--- config.mk ---
export PLATFORM = sky130hd
export DESIGN_NAME = fspmc_ctrl
export DESIGN_NICKNAME = d
export VERILOG_FILES = /design/src/design/fspmc_pkg.sv /design/src/design/fspmc_ctrl.sv
export SDC_FILE = /design/constraint.sdc
export NUM_CORES = 1
export LEC_CHECK = 0
export BUFFER_PORTS_ARGS = -buffer_cell sky130_fd_sc_hd__buf_2
export CAP_MARGIN = 10
export CORE_AREA = 8 8 45 47
export CTS_BUF_LIST = sky130_fd_sc_hd__clkbuf_2
export DETAILED_ROUTE_END_ITERATION = 8
export DIE_AREA = 0 0 53 55
export PLACE_DENSITY = 0.59
export SYNTH_ARGS = -nofsm -noshare
export SYNTH_HDL_FRONTEND = slang
export SYNTH_SLANG_ARGS = --single-unit
--- constraint.sdc ---
create_clock -name core_clk -period 0.8 [get_ports core_clk]
set_input_delay 0.04 -clock core_clk [delete_from_list [all_inputs] [get_ports core_clk]]
set_output_delay 0.04 -clock core_clk [all_outputs]
set_load 0.05 [all_outputs]
--- src/design/fspmc_pkg.sv ---
// package for the flash self-program mode control register
// assumes a byte-wide cpu register port, one clock, async active-low reset
package fspmc_pkg;
    // ==============================================
    // register layout
    localparam int unsigned FSPMC_DATA_W = 8;
    localparam logic [7:0] FSPMC_RESET_VALUE = 8'h08;
    localparam int unsigned FSPMC_SELECT_BIT = 0;
    localparam int unsigned FSPMC_VOLTAGE_BIT = 3;
    // bits that hold written state (select only)
    localparam logic [7:0] FSPMC_WRITE_MASK = 8'h01;
    // chip select address of the register, arbitrary default
    localparam logic [7:0] FSPMC_ADDR = 8'h00;
endpackage

--- src/design/fspmc_ctrl.sv ---
// flash self-program mode control register
// assumes byte-wide cpu writes and reads synchronous to core_clk
`timescale 1ns/1ns
`default_nettype none

// Summary of operation
// - register written only as whole byte
// - reset loads register to 08h
// - voltage flag read-only, reflects programming pin
// - select bit: 0 normal, 1 self-program
module fspmc_ctrl
#(
    parameter int unsigned DATA_W = fspmc_pkg::FSPMC_DATA_W
)
(
    input wire logic core_clk,
    input wire logic arst_n,
    input wire logic [7:0] cpu_addr,
    input wire logic cpu_wr,
    input wire logic [7:0] cpu_byte_en,
    input wire logic [DATA_W-1:0] cpu_wdata,
    output logic [DATA_W-1:0] cpu_rdata,
    input wire logic prog_voltage_present,
    output logic self_program_select
);
    import fspmc_pkg::*;

    // one byte register: the select bit is written state, the
    // voltage bit mirrors the detector pin; readback and select
    // are registered, so a write shows one edge after it is taken
    // and the flag lags the pin by one edge; writes that are not
    // whole-byte, or go to another address, are dropped silently

    // ==============================================
    // elaboration checks
    // the field layout is built for one byte; any other
    // width would misplace the flag bits
    if (DATA_W != FSPMC_DATA_W)
    begin : g_bad_data_w
        $error("fspmc_ctrl serves an eight-bit data bus only");
    end

    // both fields must sit inside the data word
    if (FSPMC_SELECT_BIT >= DATA_W || FSPMC_VOLTAGE_BIT >= DATA_W)
    begin : g_bad_field
        $error("fspmc_ctrl field position outside the word");
    end

    // select and voltage flag may not share a bit
    if (FSPMC_SELECT_BIT == FSPMC_VOLTAGE_BIT)
    begin : g_field_clash
        $error("fspmc_ctrl select and voltage fields overlap");
    end

    // the read-only flag must stay out of the write mask
    if (FSPMC_WRITE_MASK[FSPMC_VOLTAGE_BIT])
    begin : g_flag_writable
        $error("fspmc_ctrl voltage flag in the write mask");
    end

    // ==============================================
    // helpers
    // whole-byte access: every byte lane enabled
    function automatic logic lanes_full(input logic [7:0] lanes);
        return lanes == 8'hff;
    endfunction

    // readback word: select and voltage flag, others zero
    function automatic logic [DATA_W-1:0] pack_status
    (
        input logic sel,
        input logic vpp
    );
        logic [DATA_W-1:0] word;
        word = '0;
        word[FSPMC_SELECT_BIT] = sel;
        word[FSPMC_VOLTAGE_BIT] = vpp;
        return word;
    endfunction

    // ==============================================
    // decode
    logic sel_bit;
    logic hit;
    logic lanes_ok;
    logic byte_write;
    logic next_sel;
    logic [DATA_W-1:0] next_rdata;

    // register address match
    assign hit = cpu_addr == FSPMC_ADDR;
    // narrower accesses are dropped without any indication
    assign lanes_ok = lanes_full(cpu_byte_en);
    // a write lands only as a whole byte at this address
    assign byte_write = cpu_wr && hit && lanes_ok;

    // only the select field takes written data; every other
    // bit, the voltage flag among them, ignores the bus
    assign next_sel = byte_write
        ? cpu_wdata[FSPMC_SELECT_BIT]
        : sel_bit;

    // readback: select as it will stand, pin as sampled now
    assign next_rdata = pack_status(next_sel,
        prog_voltage_present);

    // ==============================================
    // state
    // select field, the only bit holding written state
    always_ff @(posedge core_clk or negedge arst_n)
    begin
        if (!arst_n)
            sel_bit <= FSPMC_RESET_VALUE[FSPMC_SELECT_BIT];
        else
            sel_bit <= next_sel;
    end

    // ==============================================
    // outputs
    // readback byte, registered so the cpu never sees the
    // pin mid-change; during reset it shows the reset byte
    // with the flag set, then the live pin from the next edge
    always_ff @(posedge core_clk or negedge arst_n)
    begin
        if (!arst_n)
            cpu_rdata <= FSPMC_RESET_VALUE;
        else
            cpu_rdata <= next_rdata;
    end

    // mode select toward the flash controller
    always_ff @(posedge core_clk or negedge arst_n)
    begin
        if (!arst_n)
            self_program_select <= FSPMC_RESET_VALUE[FSPMC_SELECT_BIT];
        else
            self_program_select <= next_sel;
    end

    // ==============================================
    // checks
    // a partial-lane write must leave the select alone
    property p_byte_only;
        @(posedge core_clk) disable iff (!arst_n)
        (cpu_wr && hit && !lanes_ok) |=> $stable(sel_bit);
    endproperty
    a_byte_only: assert property (p_byte_only)
        else $error("partial byte write changed select");

    // with no accepted write the mode select holds
    property p_idle_hold;
        @(posedge core_clk) disable iff (!arst_n)
        !byte_write |=> $stable(self_program_select);
    endproperty
    a_idle_hold: assert property (p_idle_hold)
        else $error("select changed without a whole-byte write");

    // a write to another address is ignored
    property p_wrong_addr;
        @(posedge core_clk) disable iff (!arst_n)
        (cpu_wr && !hit) |=> $stable(self_program_select);
    endproperty
    a_wrong_addr: assert property (p_wrong_addr)
        else $error("write to another address changed select");

    // an accepted write sets the mode from the select data bit
    property p_select_write;
        @(posedge core_clk) disable iff (!arst_n)
        byte_write |=>
            self_program_select == $past(cpu_wdata[FSPMC_SELECT_BIT]);
    endproperty
    a_select_write: assert property (p_select_write)
        else $error("select bit did not take written value");

    // the writable bits of the data show in the readback one edge later
    property p_write_masked;
        @(posedge core_clk) disable iff (!arst_n)
        byte_write |=> (cpu_rdata & FSPMC_WRITE_MASK)
            == ($past(cpu_wdata) & FSPMC_WRITE_MASK);
    endproperty
    a_write_masked: assert property (p_write_masked)
        else $error("readback does not show the written select");

    // voltage flag follows the pin one edge later
    property p_voltage_live;
        @(posedge core_clk) disable iff (!arst_n)
        1'b1 |=> cpu_rdata[FSPMC_VOLTAGE_BIT]
            == $past(prog_voltage_present);
    endproperty
    a_voltage_live: assert property (p_voltage_live)
        else $error("voltage flag does not follow pin");

    // data opposite to the pin must not reach the flag
    property p_write_keeps_vpp;
        @(posedge core_clk) disable iff (!arst_n)
        (byte_write
            && cpu_wdata[FSPMC_VOLTAGE_BIT] != prog_voltage_present)
            |=> cpu_rdata[FSPMC_VOLTAGE_BIT]
                == $past(prog_voltage_present);
    endproperty
    a_write_keeps_vpp: assert property (p_write_keeps_vpp)
        else $error("write altered voltage flag");

    // unused readback bits read zero, select bit mirrors mode
    property p_rdata_layout;
        @(posedge core_clk) disable iff (!arst_n)
        1'b1 |-> cpu_rdata == pack_status(self_program_select,
            cpu_rdata[FSPMC_VOLTAGE_BIT]);
    endproperty
    a_rdata_layout: assert property (p_rdata_layout)
        else $error("readback layout broken");

    // during reset the register shows its reset byte
    property p_reset_value;
        @(posedge core_clk)
        !arst_n |-> cpu_rdata == FSPMC_RESET_VALUE
            && self_program_select
                == FSPMC_RESET_VALUE[FSPMC_SELECT_BIT];
    endproperty
    a_reset_value: assert property (p_reset_value)
        else $error("reset value not 08h");
endmodule
`default_nettype wire

Word level (Yosys, flattened, before mapping)

Cells that the tools add are included.

Output and inout bits: 9
Input port bits: 28
Word-level logic and storage cells: 7
Register bits: 3

Reduce and logical (&&, ||, !) cells: 3
Equality and inequality tests: 1
Mux-type cells: 1

Operators by type and width:

| cell                 | number |
|---|---|
| $eq A8 B8 Y1 const B | 1 |
| $logic_not A8 Y1     | 1 |
| $logic_and A1 B1 Y1  | 2 |
| $mux W1              | 1 |

Depth between registers and ports, before layout

Gate-level depths: netlist of run 1.

Word-level depth: 4
Mapped depth: 4
Depth with buffers taken out: 4

Worst setup path before layout of run 1

Ideal clock, no wire load.

Path kind: input-to-reg
From: input cpu_addr[1]
To: register cpu_rdata[0]
Path slack: -310 ps
Arrival: 982 ps
Stages: 4
Buffers on the path: 0
Setup time: 128 ps
Cell sequence: or3_1 nor3_1 nand4_1 mux2_1

Cells in the longest elaborated chain, start to end: 4

RTL lines:

| what                              | line              | source |
|---|---|---|
| start, declared                   | fspmc_ctrl.sv:18  | `input wire logic [7:0] cpu_addr,` |
| $logic_not A8 Y1                  | fspmc_ctrl.sv:91  | `assign hit = cpu_addr == FSPMC_ADDR;` |
| $logic_and A1 B1 Y1 (2 in series) | fspmc_ctrl.sv:95  | `assign byte_write = cpu_wr && hit && lanes_ok;` |
| $mux W1                           | fspmc_ctrl.sv:100 | `? cpu_wdata[FSPMC_SELECT_BIT]` |
| end signal, assigned              | fspmc_ctrl.sv:128 | `cpu_rdata <= next_rdata;` |
| end, declared                     | fspmc_ctrl.sv:22  | `output logic [DATA_W-1:0] cpu_rdata,` |

Every way passes these cells.

Worst setup path in the final report of run 1

Same ends and word-level chain as after synthesis.

==> results of run 1 <==
## per-layer routing
metal	global-route usage	vias up	part of all wire
li1	-	102	-
met1	0.0395	78	0.28
met2	0.0566	20	0.45
met3	0.0214	0	0.27
met4	0.0517	0	0
met5	0	-	0
## worst max-delay path: cells and delay by family
| family | cells | cell delay, ns |
|---|---|---|
| buffers and inverters | 1 | 0.09 |
| multiplexers | 1 | 0.32 |
| AND/OR/NAND/NOR | 3 | 0.60 |
## metrics by stage
stage | hold slack, ns | power, mW | instances
2_1_floorplan | -0.256 | 0.209 | 22
3_3_place_gp | -0.173 | 0.240 | 54
3_5_place_dp | -0.173 | 0.241 | 54
4_1_cts | 0.0426 | 0.460 | 60
5_1_grt | 0.0311 | 0.488 | 60
6_report | 0.0512 | 0.449 | 60
## cell type report
cell class / count / area (µm²)
flip-flops and latches: 2 / 51.3
clock buffers: 4 / 20.0
fillers: 154 / 1050
well taps: 16 / 20.0
repair buffers: 25 / 145
multi-input cells: 13 / 92.6
## worst max-delay path by stage
stage	endpoint	slack, ns
floorplan	cpu_rdata[0]$_DFFE_PN0P_	-0.24
global placement	cpu_rdata[0]$_DFFE_PN0P_	-0.40
detailed placement	cpu_rdata[0]$_DFFE_PN0P_	-0.42
CTS	cpu_rdata[0]$_DFFE_PN0P_	-0.19
global route	cpu_rdata[0]$_DFFE_PN0P_	-0.23
finish	cpu_rdata[0]$_DFFE_PN0P_	-0.16
## cell usage after synthesis
cell                       number  area share
sky130_fd_sc_hd__dfrtp_1        1        0.14
sky130_fd_sc_hd__mux2_1         1       0.065
sky130_fd_sc_hd__or3_1          1       0.036
sky130_fd_sc_hd__buf_4          7        0.30
sky130_fd_sc_hd__dfstp_2        1        0.15
sky130_fd_sc_hd__nor3_1         1       0.029
sky130_fd_sc_hd__nand4b_1       1       0.051
sky130_fd_sc_hd__conb_1         1       0.022
sky130_fd_sc_hd__nor4_4         1        0.12
sky130_fd_sc_hd__nand4_1        2       0.072
## power breakdown
| group | internal, mW | switching [mW] |
|---|---|---|
| clock network | 0.131 | 0.0631 |
| logic | 0.0524 | 0.0943 |
| registers | 0.106 | 0.00161 |
## what timing repair did
| item | in CTS | in global routing |
|---|---|---|
| hold buffers | 2 | 0 |
| pin swaps | 1 | 1 |
| hold endpoints to repair | 3 | 0 |
| setup endpoints to repair | 4 | 4 |
| gates resized for setup | 4 | 0 |
## layout by cell type (no fill, tap or decap)
cell	count
sky130_fd_sc_hd__buf_2	22
sky130_fd_sc_hd__buf_8	1
sky130_fd_sc_hd__clkbuf_2	4
sky130_fd_sc_hd__conb_1	6
sky130_fd_sc_hd__dfrtp_1	1
sky130_fd_sc_hd__dfstp_2	1
sky130_fd_sc_hd__dlygate4sd3_1	2
sky130_fd_sc_hd__mux2_1	1
sky130_fd_sc_hd__nand4_1	2
sky130_fd_sc_hd__nand4b_1	1
sky130_fd_sc_hd__nor3_2	1
sky130_fd_sc_hd__nor4_4	1
sky130_fd_sc_hd__or3_1	1
## logic make-up after synthesis
logic type | Yosys count
buffers and inverters | 7
flip-flops | 2
multiplexers | 1
other | 1
AND/OR/NAND/NOR | 6
==> impl.org, run 1 <==
** Run status
- Status :: finished, violations left
- The final reports fail on negative setup slack.

** Clocking
- Clock transition at the registers of the reported paths :: 0.05 ns
- Maximum clock insertion buffer count :: 2
- Clock latency on the worst-skew pair, taken at its later pin, is 0.20 ns.
- # clock sinks :: 2
- CTS built an H-tree with a depth of 1.
- TritonCTS built the clock tree.
- Count of buffers added by post-CTS timing repair for setup :: 0
- Number of buffers created by CTS :: 3
- Clock tree synthesis selected as its root buffer the cell sky130_fd_sc_hd__clkbuf_2.

** Pwr
- Leakage component of the power :: 0.179 nW
- IR Drop Worst-Case VDD :: 0.303 mV
- Total power divided by cell area :: 1360 nW/µm²

** Critical path
- Register-to-register setup slack :: 0.01 ns
- The worst register-to-register path ends at cpu_rdata[0]$_DFFE_PN0P_.
- The critical path in this run is classified as input port to register.
- Data on the critical path arrives at its endpoint at 1.04 ns.
- Critical path launch point :: cpu_addr[1]
- Startpoint class of the critical path :: input port
- Number of cell instances on the worst register-to-register path :: 1
- Slowest cell on the critical path :: sky130_fd_sc_hd__or3_1
- Worst-path fanout max :: 1
- Data on the critical path is required at its endpoint by 0.88 ns.
- Worst flop-to-flop path startpoint :: cpu_rdata[0]$_DFFE_PN0P_
- STA classifies the critical path endpoint as a register.
- Delay contributed by the slowest stage of the critical path :: 0.38 ns
- Worst-path cell chain :: buf_2, or3_1, nor3_2, nand4_1, mux2_1

** Die
- Pin placement for this block handled 37 I/O pins.
- The floorplan step defined a die boundary enclosing 2920 µm².
- Core area :: 1380 µm²
- Die outline height :: 55 µm
- Number of cell rows :: 14
- For this configuration, the core starts out at a cell density of 0.125.
- The die is 53 µm wide.

** Finish
- Final instance area :: 329 µm²
- Largest Register :: cpu_rdata
- Flip-flop count of the largest register, all copies and words added :: 2
- Layout cells sized above 1 :: 0.682
- From synthesis to final layout, the design area changed by 90.6%.
- Total inserted antenna cells :: 0
- Core utilization of the finished layout :: 0.238
- The final layout contains 73 nets.
- Biggest regs :: cpu_rdata (2)

** Synth
- Proportion of synthesized area in mux cells :: 0.0652
- Cell area after synthesis :: 173 µm²
- Area share of fa/ha/maj cells after synthesis :: 0
- Sequential element share of the synthesized area :: 0.297
- Mean area per synthesized cell :: 10.2 µm²
- Counting flops and latches in the post-synthesis netlist gives 2.
- Post-synthesis share of cell area spent on xor and xnor gates :: 0
- Synthesized-area fraction occupied by ao, oa, aoi and oai cells :: 0
- By area, the combinational part of the netlist is dominated by simple AND/OR/NAND/NOR gates.
- Count of different cell masters after synthesis :: 10
- Yosys printed 0 warnings.
- Of the total synthesized cell area, the portion taken by AND, OR, NAND and NOR gates is 0.312.
- Synthesis produced a netlist whose cell count is 17.

** Routing
- DRC Markers :: 0
- The detailed router finished its first iteration with 0 violations.
- Dividing the detail-routed wire length by the instance count gives 10.6 µm.
- Across all layers, the routed design uses 200 vias.
- Routed via count divided by cell count :: 3.33
- Number of nets with antenna violations after detailed routing :: 0
- Detailed Routing Iterations Pass 1 :: 1
- The final layout contains routed wiring with a total length of 637 µm.

** STA
- F_max :: 1040 MHz
- Adding up every negative setup slack in the final design gives -0.366 ns.
- Max Clock Skew :: 0 ns
- Unrepaired setup endpoints after global routing :: yes
- The total count of max-transition violations in the final report was 0.
- Share of the clock period used by the worst path :: 1.21
- The smallest clock period supported by the final layout is computed as 0.965 ns.
- Setup violations remaining at the end of the flow were counted as 4.
- Count of endpoints failing hold in the final timing report :: 0
- PnR worst setup slack :: -0.165 ns

** Job
- Max cap viols :: 0

** Placement
- Number of port buffers :: 23
- DP Worst Slack :: -0.419 ns
- At the end of routability-driven placement, the weighted congestion stood at 0.690.
- In this run the cell area measured after placement is 274 µm².

** Worst hold path
- The startpoint identified for the worst hold timing path is cpu_wdata[0].
- The path with the worst hold slack has its endpoint at cpu_rdata[0]$_DFFE_PN0P_.
- Along the worst hold path, the cell count comes to 2.
- Worst hold path class :: input port to register

** Global route
- Initial antenna violation count :: 0
- Pin count of the biggest net entering global routing :: 4
- GRT Util Overall :: 0.0410
- Global routing finished with a remaining overflow of 0.
- The via count of the first global-routing pass was 188.
- Global-route wire length before repair :: 834 µm
Note: power is estimated with default switching activity, not from simulation.
==> inputs of run 2 (changes only) <==
==> constraint.sdc (replaced) <==
create_clock -name core_clk -period 0.8 [get_ports core_clk]
set_input_delay 0.2 -clock core_clk [delete_from_list [all_inputs] [get_ports core_clk]]
set_output_delay 0.2 -clock core_clk [all_outputs]
set_load 0.05 [all_outputs]
==> run 2 against run 1 <==
Effect of this change:
- the flow still finishes with violations (negative setup slack)
- critical path type unchanged
- clock skew did not move
- global-route usage up 0.28 points
- via count up 7.0%
- highest routed layer is now met4
- maximum frequency down 15%
- die area unchanged
- sequential cell count is the same
- combinational power hardly changed
- count of clock-buffer cells in the layout is the same
- clock power hardly changed
- power up 0.18%
- non-clock buffer count decreased by 1
- largest power group unchanged
- final area down 0.76%
==> impl.org, run 2 (synthesized netlist as in run 1, its figures left out) <==
** Global route
- Pin count of the biggest net entering global routing :: 4
- GR Overflow Total :: 0
- In the global route stage, met2 resource usage came out at 0.0625.
- For this run, the total global-route usage over all layers was measured as 0.0437.
- Global-route wire length before repair :: 841 µm
- The number of antenna violations at the first check in global routing came to 0.
- GRT Max-Usage Layer :: met4
- Number of global-route vias before repair :: 203
- GR met3 Demand/Resource :: 0.0321
- For met1 alone, demand over resource in global routing was 0.0319.

** Pwr
- IR Drop Worst-Case VDD :: 0.317 mV
- The internal portion of the total power is 0.289 mW.
- Gate power share :: 0.325
- Tot Pwr :: 0.450 mW
- In this run the power density over the cells is 1380 nW/µm².
- Clock share of power :: 0.434
- The share of total power dissipated in sequential elements is 0.240.
- Share of total power consumed by net switching :: 0.358
- Leakage component of the power :: 0.176 nW
- In this run the power spent charging and discharging nets is 0.161 mW.

** STA
- F_max :: 880 MHz
- Final setup TNS :: -0.988 ns
- Across the routed clock network, the largest skew measured is 0 ns.
- After layout, the minimum clock period comes to 1.14 ns.
- Setup repair after global routing could not meet its margin everywhere.
- Final setup vio count :: 4
- The number of hold-slack violations in the final timing report came to 0.
- In the post-route analysis, the smallest setup slack over all paths is -0.336 ns.
- Max Slew Vio Count :: 0
- Share of the clock period used by the worst path :: 1.42

** Finish
- Most common cell after layout, fill and taps aside :: sky130_fd_sc_hd__buf_2
- At the end of the flow the core is filled with cells to 0.236.
- Final #Nets :: 72
- The largest registers in the layout are cpu_rdata (2).
- Post-synthesis to final-layout area growth :: 89.1%
- Of the cells placed in the final design, the portion with a size suffix greater than 1 is 0.721.
- Ranked by flip-flop count, first place goes to cpu_rdata.
- The top cell types in the final layout, fill and taps aside, are sky130_fd_sc_hd__buf_2, sky130_fd_sc_hd__conb_1, sky130_fd_sc_hd__clkbuf_2.
- Flip-flop count of the largest register, all copies and words added :: 2
- Total inserted antenna cells :: 0

** Die
- Die outline height :: 55 µm
- The die covers 2920 µm².
- The floorplan has 14 rows.
- Starting utilization of the core area :: 0.125
- X dimension of the die :: 53 µm
- 37 I/O pins were placed.
- The floorplan step defined a core boundary enclosing 1380 µm².

** Clocking
- Clock latency on the worst-skew pair :: 0.20 ns
- Cell chosen for the clock root :: sky130_fd_sc_hd__clkbuf_2
- After clock tree synthesis, the setup repair step added 0 buffers.
- TritonCTS clock tree :: yes
- The clock net in this run drives a total of 2 sinks.
- Clock-pin slew was measured on the worst setup and hold paths at 0.04 ns.
- CTS built an H-tree with a depth of 1.
- In this run the deepest clock path goes through 2 buffers.
- Counting the buffers created by CTS gives 3.

** Run status
- The run finished, with violations left.
- The final reports fail on negative setup slack.

** Critical path
- The worst setup path is of the input port to register kind.
- Worst-path fanout max :: 1
- The worst setup path is launched from an input port.
- STA classifies the critical path endpoint as a register.
- WP data arrival :: 1.21 ns
- The slowest stage of the critical path belongs to the cell sky130_fd_sc_hd__or3_4.
- On the worst path, the slowest cell contributes a delay of 0.37 ns.
- STA puts the critical path data required time at 0.88 ns.
- Traced cell by cell, the critical path runs through buf_2, or3_4, nor3_2, nand4_1, mux2_1.

** Placement
- DP Worst Slack :: -0.594 ns
- At the end of routability-driven placement, the weighted congestion stood at 0.672.
- In this run the tool buffered the top-level ports with 23 buffer cells.

** Routing
- Once detail routing completed, the nets flagged for antenna violations numbered 0.
- Detailed Routing Iterations Pass 1 :: 1
- Via count :: 214
- Drt first-iter violations :: 0
- After detailed routing, the number of remaining DRC violations is 0.
- The final layout contains routed wiring with a total length of 687 µm.
- After detailed routing, the average wire length per cell comes to 11.6 µm.
- In the routed layout, each cell is associated on average with a via count of 3.63.

** Job
- Max cap viols :: 0

** Worst hold path
- Worst hold path class :: input port to register
[run 2: changes by cell type in the layout (fill, tap and decap cells not counted), sizes merged]
cell,delta
dlygate4sd3,-1
[run 2: final cells by class]
cell class,instances,area (µm²)
Sequential cell,2,51.3
Clock buffer,4,20.0
Tap cell,16,20.0
Fill cell,160,1060
Timing Repair Buffer,24,138
Multi-Input combinational cell,13,97.6
[run 2: what timing repair did]
action,4_1_cts,5_1_grt
setup endpoints to repair,4,4
resized for setup,5,1
hold endpoints to repair,2,0
hold buffers,1,0
pin swaps,1,1
[run 2: stage by stage]
stage	std cells	area, µm²	hold slack, ns
finish	59	327	0.119
global route	59	327	0.0906
CTS	59	322	0.100
detailed placement	54	274	-0.0119
global placement	54	274	-0.0141
floorplan	22	191	-0.0956
[run 2: final timing paths]
| check | start | end | slack [ns] | depth (start not counted) |
|---|---|---|---|---|
| worst max-delay path | cpu_addr[1] | cpu_rdata[0]$_DFFE_PN0P_ | -0.34 | 5 |
| worst min-delay path | prog_voltage_present | cpu_rdata[3]$_DFF_PN1_ | 0.12 | 1 |
| worst max register to register | cpu_rdata[0]$_DFFE_PN0P_ | cpu_rdata[0]$_DFFE_PN0P_ | 0 | 1 |
| worst min register to register | cpu_rdata[0]$_DFFE_PN0P_ | cpu_rdata[0]$_DFFE_PN0P_ | 0.52 | 1 |
| max in group asynchronous | arst_n | cpu_rdata[3]$_DFF_PN1_ | 0.28 | 2 |
| min in group asynchronous | arst_n | cpu_rdata[0]$_DFFE_PN0P_ | 0.32 | 2 |
[run 2: power groups by stage]
stage          clock network (mW)  registers (mW)  logic (mW)
5_1_grt                     0.224           0.108       0.155
2_1_floorplan                   0           0.118      0.0906
3_3_place_gp                    0           0.108       0.132
6_report                    0.195           0.108       0.146
3_5_place_dp                    0           0.108       0.134
4_1_cts                     0.213           0.108       0.144
[run 2: critical path, delay by kind of cell]
kind,cells,cell delay [ns]
simple gates,3,0.59
mux,1,0.32
buf+inv,1,0.09
[run 2: routing by layer]
layer | share of wire | vias up
met5 | 0 | -
met4 | 0.028 | 0
met3 | 0.25 | 2
met2 | 0.45 | 22
met1 | 0.27 | 91
li1 | - | 99
